[src/spi_pkg.sv]
// shared constants and carrier types for the serial port block
package spi_pkg;

    // special function register addresses
    localparam logic [7:0] ADDR_CLOCK_DIVIDER = 8'ha2;
    localparam logic [7:0] ADDR_DATA_BUFFER   = 8'ha3;

    // values after reset
    localparam logic [7:0] DIVIDER_RESET = 8'h00;
    localparam logic [7:0] DATA_RESET    = 8'h00;

    // frame layout
    localparam int         BITS_PER_FRAME = 8;
    localparam logic [2:0] LAST_BIT_INDEX = 3'h7;
    localparam logic [3:0] LAST_HALF_TICK = 4'hf;

    // slave timing in core clock periods
    localparam int         SLAVE_OUT_MAX_CYC  = 4;
    localparam int         SLAVE_LAST_MIN_CYC = 6;
    localparam int         SLAVE_LAST_MAX_CYC = 8;
    // hold count loaded at the last edge; output moves on the edge where it counts down to zero
    localparam logic [2:0] SLAVE_LAST_HOLD = 3'(SLAVE_LAST_MIN_CYC);

    // one core clock access on the special function register port
    typedef struct packed {
        logic       wr;
        logic       rd;
        logic [7:0] addr;
        logic [7:0] wdata;
    } sfr_req_t;

    // control bits of the port that the data path needs
    typedef struct packed {
        logic enable;
        logic master;
        logic clock_polarity_sel;
        logic clock_phase_sel;
    } spi_cfg_t;

    typedef enum logic [1:0] {
        MST_IDLE = 2'b01,
        MST_XFER = 2'b10
    } master_state_t;

endpackage

[src/spi_clock_gen.sv]
// master serial clock half-period tick generator
`timescale 1ns/1ps
`default_nettype none

module spi_clock_gen #(
    parameter int DIV_W = 8
) (
    // clock and reset
    input  wire logic             clk_sys,
    input  wire logic             rst_n,
    // control
    input  wire logic             run,
    input  wire logic [DIV_W-1:0] divide,
    // half period marker
    output logic                  half_tick
);

    logic [DIV_W-1:0] cnt_q;
    logic [DIV_W-1:0] cnt_d;
    logic             tick_q;
    logic             tick_d;

    // one tick every divide+1 cycles gives core_clock / (2 * (divide + 1))
    always_comb
    begin
        cnt_d  = cnt_q;
        tick_d = 1'b0;
        if (!run)
        begin
            cnt_d = '0;
        end
        else if (cnt_q == divide) // RULE_01
        begin
            cnt_d  = '0;
            tick_d = 1'b1;
        end
        else
        begin
            cnt_d = cnt_q + 1'b1;
        end
    end

    always_ff @(posedge clk_sys)
    begin
        if (!rst_n)
        begin
            cnt_q  <= '0;
            tick_q <= 1'b0;
        end
        else
        begin
            cnt_q  <= cnt_d;
            tick_q <= tick_d;
        end
    end

    assign half_tick = tick_q;

endmodule // spi_clock_gen

`default_nettype wire

[src/spi_clock_data_timing.sv]
// serial port clock divider, data buffers and shift engine
// Contract
// RULE_01 - master clock is core clock over 2(div+1)
// RULE_02 - data write loads buffer, starts master transfer
// RULE_03 - data read returns receive buffer
// RULE_04 - polarity one inverts the serial clock
// RULE_05 - master waits two cycles after select falls; the master ignores slave_select_n and starts on the data write
// RULE_06 - select held two cycles after last edge; the block has no select output to hold
// RULE_07 - slave output valid four cycles after select
// RULE_08 - slave output released four cycles after select
// RULE_09 - master gives input two cycles setup, hold
// RULE_10 - slave output updates four cycles after shift
// RULE_11 - phase one: output changes 6-8 after last
// RULE_12 - done flag set per transfer, software clears
// RULE_13 - write while buffer full discarded, collision flagged
// RULE_14 - buffer empty clears on write, sets on move
// RULE_15 - divider and data reset zero, always accessible
`timescale 1ns/1ps
`default_nettype none

module spi_clock_data_timing
    import spi_pkg::*;
(
    // clock and reset
    input  wire logic            clk_sys,
    input  wire logic            rst_n,
    // special function register port
    input  wire spi_pkg::sfr_req_t sfr_req,
    output logic [7:0]           sfr_rdata,
    // configuration and flag control
    input  wire spi_pkg::spi_cfg_t cfg,
    input  wire logic            clear_done,
    input  wire logic            clear_collision,
    output logic                 transfer_done_flag,
    output logic                 write_collision_flag,
    output logic                 tx_buffer_empty,
    // serial pins
    input  wire logic            slave_select_n,
    input  wire logic            sck_in,
    output logic                 sck_out,
    output logic                 sck_oe,
    input  wire logic            mosi_in,
    output logic                 mosi_out,
    output logic                 mosi_oe,
    input  wire logic            miso_in,
    output logic                 miso_out,
    output logic                 miso_oe
);

    import spi_pkg::*;

    ////////////////////////////////////////////////////////////////////////////////
    // state

    master_state_t state_q,  state_d;
    logic [7:0]    div_q,    div_d;
    logic [7:0]    tx_buf_q, tx_buf_d;
    logic [7:0]    rx_buf_q, rx_buf_d;
    logic [7:0]    shift_q,  shift_d;
    logic [7:0]    rdata_q,  rdata_d;
    logic [3:0]    half_q,   half_d;
    logic [2:0]    bit_q,    bit_d;
    logic [2:0]    hold_q,   hold_d;
    logic          cap_q,    cap_d;
    logic          out_q,    out_d;
    logic          done_q,   done_d;
    logic          write_collision_flag_q,   write_collision_flag_d;
    logic          tx_buffer_empty_q,  tx_buffer_empty_d;
    logic          sck_q,    sck_d;
    logic          sck_prev_q, sck_prev_d;
    logic          ss_prev_q,  ss_prev_d;
    logic          m_oe_q,   m_oe_d;
    logic          s_oe_q,   s_oe_d;

    logic          half_tick;
    logic          master_mode;
    logic          slave_mode;
    logic          in_bit;
    logic          sck_lvl;
    logic          lead;
    logic          trail;
    logic          sample_e;
    logic          shift_e;
    logic          ss_fall;
    logic          wr_data;
    logic [7:0]    rx_byte;

    spi_clock_gen #(
        .DIV_W (8)
    ) u_clock_gen (
        .clk_sys   (clk_sys),
        .rst_n     (rst_n),
        .run       (state_q == MST_XFER),
        .divide    (div_q),
        .half_tick (half_tick)
    );

    ////////////////////////////////////////////////////////////////////////////////
    // edge decode and next state

    always_comb
    begin
        master_mode = cfg.enable & cfg.master;
        slave_mode  = cfg.enable & ~cfg.master;
        in_bit      = master_mode ? miso_in : mosi_in;
        // link inputs are synchronous, so the pin is compared directly with its last value
        sck_lvl     = sck_in ^ cfg.clock_polarity_sel;
        ss_fall     = slave_mode & ss_prev_q & ~slave_select_n;
        lead        = master_mode ? (half_tick & ~half_q[0] & (state_q == MST_XFER))
                                  : (slave_mode & ~slave_select_n & sck_lvl & ~sck_prev_q);
        trail       = master_mode ? (half_tick & half_q[0] & (state_q == MST_XFER))
                                  : (slave_mode & ~slave_select_n & ~sck_lvl & sck_prev_q);
        sample_e    = cfg.clock_phase_sel ? trail : lead;
        shift_e     = cfg.clock_phase_sel ? lead : trail;
        rx_byte     = cfg.clock_phase_sel ? {shift_q[6:0], in_bit} : {shift_q[6:0], cap_q};
        wr_data     = sfr_req.wr & (sfr_req.addr == ADDR_DATA_BUFFER);

        state_d    = state_q;
        div_d      = div_q;
        tx_buf_d   = tx_buf_q;
        rx_buf_d   = rx_buf_q;
        shift_d    = shift_q;
        half_d     = half_q;
        bit_d      = bit_q;
        hold_d     = hold_q;
        cap_d      = cap_q;
        out_d      = out_q;
        done_d     = done_q & ~clear_done;
        write_collision_flag_d     = write_collision_flag_q & ~clear_collision;
        tx_buffer_empty_d    = tx_buffer_empty_q;
        sck_d      = sck_q;
        sck_prev_d = sck_lvl;
        ss_prev_d  = slave_select_n;
        m_oe_d     = master_mode;
        s_oe_d     = slave_mode & ~slave_select_n; // RULE_07 RULE_08
        rdata_d    = rdata_q;

        // register port; both registers stay writable in any mode
        if (sfr_req.wr && sfr_req.addr == ADDR_CLOCK_DIVIDER)
        begin
            div_d = sfr_req.wdata; // RULE_15
        end
        if (wr_data)
        begin
            if (tx_buffer_empty_q)
            begin
                tx_buf_d = sfr_req.wdata; // RULE_02
                tx_buffer_empty_d  = 1'b0;          // RULE_14
            end
            else
            begin
                write_collision_flag_d = 1'b1; // RULE_13
            end
        end
        if (sfr_req.rd)
        begin
            unique case (sfr_req.addr)
                ADDR_CLOCK_DIVIDER: rdata_d = div_q;
                ADDR_DATA_BUFFER:   rdata_d = rx_buf_q; // RULE_03
                default:            rdata_d = 8'h00;
            endcase
        end

        // master sequencing
        unique case (state_q)
            MST_IDLE:
            begin
                sck_d  = cfg.clock_polarity_sel; // RULE_04
                half_d = 4'h0;
                bit_d  = master_mode ? 3'h0 : bit_q;
                if (master_mode && !tx_buffer_empty_q)
                begin
                    shift_d = tx_buf_q; // RULE_02
                    out_d   = tx_buf_q[7];
                    tx_buffer_empty_d = 1'b1;     // RULE_14
                    state_d = MST_XFER;
                end
            end
            MST_XFER:
            begin
                if (half_tick)
                begin
                    sck_d  = ~sck_q; // RULE_04
                    half_d = half_q + 4'h1;
                    if (half_q == LAST_HALF_TICK)
                    begin
                        state_d = MST_IDLE;
                    end
                end
                if (!master_mode)
                begin
                    state_d = MST_IDLE;
                end
            end
        endcase

        // slave frame start: first bit is placed as soon as select falls
        if (ss_fall)
        begin
            bit_d  = 3'h0;
            hold_d = 3'h0;
            if (!tx_buffer_empty_q)
            begin
                shift_d = tx_buf_q;
                tx_buffer_empty_d = 1'b1; // RULE_14
                out_d   = tx_buf_q[7]; // RULE_07
            end
            else
            begin
                out_d = shift_q[7];
            end
        end

        // shared shift engine for both modes
        if (sample_e)
        begin
            cap_d = in_bit;
            if (cfg.clock_phase_sel)
            begin
                shift_d = {shift_q[6:0], in_bit};
            end
        end
        if (shift_e)
        begin
            if (cfg.clock_phase_sel)
            begin
                out_d = shift_q[7]; // RULE_10
            end
            else
            begin
                shift_d = {shift_q[6:0], cap_q};
                out_d   = shift_q[6]; // RULE_10
            end
        end
        if (trail)
        begin
            bit_d = bit_q + 3'h1;
            if (bit_q == LAST_BIT_INDEX)
            begin
                rx_buf_d = rx_byte;
                done_d   = 1'b1; // RULE_12
                shift_d  = rx_byte;
                if (slave_mode && !tx_buffer_empty_q)
                begin
                    shift_d = tx_buf_q;
                    tx_buffer_empty_d = 1'b1; // RULE_14
                end
                if (slave_mode && cfg.clock_phase_sel)
                begin
                    hold_d = SLAVE_LAST_HOLD; // RULE_11
                end
                else if (slave_mode)
                begin
                    out_d = shift_d[7];
                end
            end
        end

        // phase one: the next frame's first bit appears 7 cycles after the last edge
        if (hold_q != 3'h0)
        begin
            hold_d = hold_q - 3'h1;
            if (hold_q == 3'h1)
            begin
                out_d = shift_q[7]; // RULE_11
            end
        end
    end

    always_ff @(posedge clk_sys)
    begin
        if (!rst_n)
        begin
            state_q    <= MST_IDLE;
            div_q      <= DIVIDER_RESET; // RULE_15
            tx_buf_q   <= DATA_RESET;    // RULE_15
            rx_buf_q   <= DATA_RESET;    // RULE_15
            shift_q    <= 8'h00;
            rdata_q    <= 8'h00;
            half_q     <= 4'h0;
            bit_q      <= 3'h0;
            hold_q     <= 3'h0;
            cap_q      <= 1'b0;
            out_q      <= 1'b0;
            done_q     <= 1'b0;
            write_collision_flag_q     <= 1'b0;
            tx_buffer_empty_q    <= 1'b1;
            sck_q      <= 1'b0;
            sck_prev_q <= 1'b0;
            ss_prev_q  <= 1'b1;
            m_oe_q     <= 1'b0;
            s_oe_q     <= 1'b0;
        end
        else
        begin
            state_q    <= state_d;
            div_q      <= div_d;
            tx_buf_q   <= tx_buf_d;
            rx_buf_q   <= rx_buf_d;
            shift_q    <= shift_d;
            rdata_q    <= rdata_d;
            half_q     <= half_d;
            bit_q      <= bit_d;
            hold_q     <= hold_d;
            cap_q      <= cap_d;
            out_q      <= out_d;
            done_q     <= done_d;
            write_collision_flag_q     <= write_collision_flag_d;
            tx_buffer_empty_q    <= tx_buffer_empty_d;
            sck_q      <= sck_d;
            sck_prev_q <= sck_prev_d;
            ss_prev_q  <= ss_prev_d;
            m_oe_q     <= m_oe_d;
            s_oe_q     <= s_oe_d;
        end
    end

    assign sfr_rdata            = rdata_q;
    assign transfer_done_flag   = done_q;
    assign write_collision_flag = write_collision_flag_q;
    assign tx_buffer_empty      = tx_buffer_empty_q;
    assign sck_out              = sck_q;
    assign sck_oe               = m_oe_q;
    assign mosi_out             = out_q;
    assign mosi_oe              = m_oe_q;
    assign miso_out             = out_q;
    assign miso_oe              = s_oe_q;

    ////////////////////////////////////////////////////////////////////////////////
    // assertions

    logic [8:0] gap_q;
    logic       seen_q;

    always_ff @(posedge clk_sys)
    begin
        if (!rst_n)
        begin
            gap_q  <= 9'h000;
            seen_q <= 1'b0;
        end
        else
        begin
            gap_q  <= half_tick ? 9'h000 : gap_q + 9'h001;
            seen_q <= (state_q == MST_XFER) & (seen_q | half_tick);
        end
    end
endmodule // spi_clock_data_timing

`default_nettype wire

[config.mk]
export PLATFORM = sky130hd
export DESIGN_NAME = spi_clock_data_timing
export DESIGN_NICKNAME = d
export VERILOG_FILES = /design/src/spi_pkg.sv /design/src/spi_clock_gen.sv /design/src/spi_clock_data_timing.sv
export SDC_FILE = /design/constraint.sdc
export NUM_CORES = 1
export LEC_CHECK = 0
export BUFFER_PORTS_ARGS = -buffer_cell sky130_fd_sc_hd__buf_4
export CORE_UTILIZATION = 51
export DETAILED_ROUTE_END_ITERATION = 10
export GPL_TIMING_DRIVEN = 1
export PLACE_DENSITY_LB_ADDON = 0.3
export SLEW_MARGIN = 10
export SYNTH_ARGS = -nofsm -noshare
export SYNTH_HDL_FRONTEND = slang
export SYNTH_SLANG_ARGS = --single-unit
export TNS_END_PERCENT = 10
[constraint.sdc]
create_clock -name clk_sys -period 1.93 [get_ports clk_sys]
set_input_delay 0.4825 -clock clk_sys [delete_from_list [all_inputs] [get_ports clk_sys]]
set_output_delay 0.4825 -clock clk_sys [all_outputs]
set_load 0.05 [all_outputs]
==> flow_summary.json <==
{
  "layout-drive-gt1-share_pct": 20.0,
  "hold_path_startpoint": "slave_select_n",
  "ff_latch_area_sq_um": 1420,
  "vdd.ir_drop.worst_uv": 489,
  "syn_to_final_growth_pct": 20.2,
  "initial_utilization_pct": 53.1,
  "hpwl_um": 5230,
  "layout_setup_ws_ps": 126,
  "grt_setup_unrepaired": "false",
  "syn-num-nets": 401,
  "relSlewSlack_pct": 69.6,
  "r2r_setup_slack_ps": 130,
  "postCtsResizedCells": 0,
  "cts_tree": "built",
  "gr-usage-all-layers_pct": 21.7,
  "boundaryPins": 47,
  "drv_slew": 0,
  "antenna_cells": 0,
  "wl_um": 7170,
  "min_period_ps": 1800,
  "drc_errors": 0,
  "antenna_found_initial": 0,
  "dieArea_sq_um": 6940,
  "cp_data_arrival_time_ps": 2030,
  "maxCapViolations": 0,
  "timing.rr.end": "shift_q[4]$_SDFF_PN0_",
  "cpPeakStageDelay_ps": 370,
  "path_buf_inv": 1,
  "drt_iter0_drc": 168,
  "whs_endpoint": "ss_prev_q$_SDFF_PN1_",
  "asyncSetResetFlopFracSynth_pct": 0,
  "crit_slowest_cell": "dfxtp_1",
  "finalSetupTns_ps": 0,
  "setup-violations-final": 0,
  "r2r-start": "bit_q[0]$_SDFFE_PN0P_",
  "post_drt_wl_per_cell_um": 14.5,
  "fp.dieH_um": 83.3,
  "path_clk_slew_ps": 60,
  "required_ps": 2160,
  "final_cells": 496,
  "path_cells": "ha_1 > ha_1 > nand3b_1 > nor2_2 > buf_12 > mux2_2 > o21ai_0 > a21oi_1",
  "syn_inst": 364,
  "multi_input_area_sq_um": 1790,
  "dieWidth_um": 83.3,
  "grt_start_max_net_pins": 43,
  "path_class": "reg2reg",
  "postCtsSetupBuffers": 0,
  "hold_viol_final": 0,
  "synth_seq_cells": 71,
  "gr-total-overflow": 0,
  "hold_class": "in2reg",
  "rows": 29,
  "clock_sinks": 71,
  "worst_pin_slew_ps": 456,
  "place_congestion": 0.821,
  "reg2regPathDepth": 8,
  "core_sq_um": 6350,
  "io_buffers": 46,
  "max_freq_mhz": 554,
  "via_per_inst": 5.43,
  "ys_seq_area_share_pct": 42.2,
  "insertion_delay_ps": 340,
  "cts_buffers": 9,
  "crit_family": "flip-flops",
  "ant_nets": 0,
  "final_nets": 451,
  "hold_depth": 2,
  "synth_ff_type": "dfxtp_1",
  "skew_ps": 8.23,
  "grt_pass1_wl_um": 12000,
  "cts_root_buffer": "clkbuf_8",
  "pwr_density_cell_nw_per_um2": 701,
  "clock_path_buffers": 2,
  "synth-edff-count": 0,
  "h-tree-depth": 3,
  "finalCritPeriodShare_pct": 93.4,
  "crit_path_start": "bit_q[0]$_SDFFE_PN0P_",
  "status": "complete, no violations",
  "dr.pass1.iters": 4,
  "start_kind": "register",
  "leakage_uw": 0.00167,
  "syn_area_per_cell_sq_um": 9.26,
  "synth.distinct_cells": 50,
  "num-fill-cells": 554,
  "placed_cells": 480,
  "netlist_area_sq_um": 3370,
  "crit_top_cell": "ha_1",
  "post-place-ws_ps": 37.7,
  "yosys_warnings": 0,
  "cts_hold_buf": 0,
  "grt_pass1_vias": 2557,
  "cp_max_fo": 9,
  "crit_path_end_kind": "register",
  "via_count": 2692
}
## cells in the final DEF (no fill, tap or decap), types with 3 or more instances in the layout
master    instances
ha_1              7
buf_12            4
o21ai_0          12
a21oi_1          14
xor2_1           15
nand3_1          18
mux2_2            7
a22oi_1           3
a21boi_0          9
buf_4            56
a211oi_1          3
nor2b_1          27
clkbuf_8         10
dfxtp_1          71
and3_1            4
nand2b_1          5
o22ai_1          10
nand2_1          20
and2_1           11
nor2_1           22
inv_1            15
xnor2_1           3
mux2i_1          36
clkinv_2          3
## cell usage after synthesis, types with 3 or more instances
cell      number  area, sq um
a211oi_1       3         22.5
a21boi_0       9         67.6
a21oi_1       14         70.1
a22oi_1        3         22.5
and2_1        11         68.8
and3_1         4         25.0
buf_2          7         35.0
buf_4          3         22.5
clkbuf_1       9         33.8
dfxtp_1       71         1420
ha_1           7         87.6
inv_1         15         56.3
mux2_2         7         78.8
mux2i_1       36          360
nand2_1       20         75.1
nand2b_1       5         31.3
nand3_1       18         90.1
nor2_1        22         82.6
nor2b_1       27          169
o21ai_0       12         60.1
o22ai_1       10         62.6
xnor2_1        3         26.3
xor2_1        15          131
## layer usage
| layer | part of all wire (%) | up-vias | track usage [%] |
|---|---|---|---|
| met1 | 47 | 1251 | 28.7 |
| met4 | 1.4 | 0 | 8.62 |
| met2 | 45 | 68 | 33.8 |
| met5 | 0 | - | 0 |
| li1 | - | 1363 | - |
| met3 | 6.2 | 10 | 5.37 |
## registers in the layout (all words and copies together), names as in the netlist, 2 cells and up
signal,count
hold_q,3
half_q,4
shift_q,8
bit_q,3
rx_buf_q,8
div_q,8
state_q,2
tx_buf_q,8
sfr_rdata,8
u_clock_gen.cnt_q,8
## stage by stage
step	cell area (sq um)	hold slack [ps]	total power, uW	util [%]
after floorplan	3370	437	1640	-
after global placement	3860	444	1730	60.8
after detailed placement	3860	452	1730	60.8
after CTS	4050	370	2870	63.8
after global routing	4050	367	2960	63.8
final	4050	383	2840	63.8
## cell families (layout without fill, tap and decap cells)
kind of cell,after synthesis,after routing,synth area share (%)
compound gates,65,65,12.4
mux,43,43,13.0
xor+xnor,18,18,4.68
buf+inv,36,91,4.82
fa+ha+maj,7,7,2.60
simple gates,124,124,20.3
flops,71,71,42.2
## worst max path at each step
stage | endpoint | slack (ps) | cells past startpoint
2_1_floorplan | shift_q[1]$_SDFF_PN0_ | 110 | 8
3_3_place_gp | rx_buf_q[0]$_SDFFE_PN0P_ | 70 | 7
3_5_place_dp | shift_q[7]$_SDFF_PN0_ | 40 | 7
4_1_cts | shift_q[4]$_SDFF_PN0_ | 110 | 8
5_1_grt | shift_q[4]$_SDFF_PN0_ | 7 | 8
6_report | shift_q[4]$_SDFF_PN0_ | 130 | 8
## layout make-up
cell class	count	share of cell area, %
multi-input cells	257	44.1
flip-flops and latches	71	35.1
repair buffers	60	12.3
clock buffers	12	3.58
well taps	77	2.38
inverters	15	1.39
clock inverters	4	1.11
## worst register-to-register path, cell delays in order (launching register included)
cell	delay, ps
dfxtp_1	370
ha_1	170
ha_1	190
nand3b_1	140
nor2_2	160
buf_12	140
mux2_2	320
o21ai_0	140
a21oi_1	60
## power breakdown
| part | internal [uW] | leakage, uW | total, uW | switching, uW |
|---|---|---|---|---|
| registers | 1480 | 0.000573 | 1490 | 14.6 |
| clock network | 626 | 0.000100 | 1140 | 518 |
| logic | 99.3 | 0.000992 | 203 | 104 |
(Power assumes the default switching activity.)
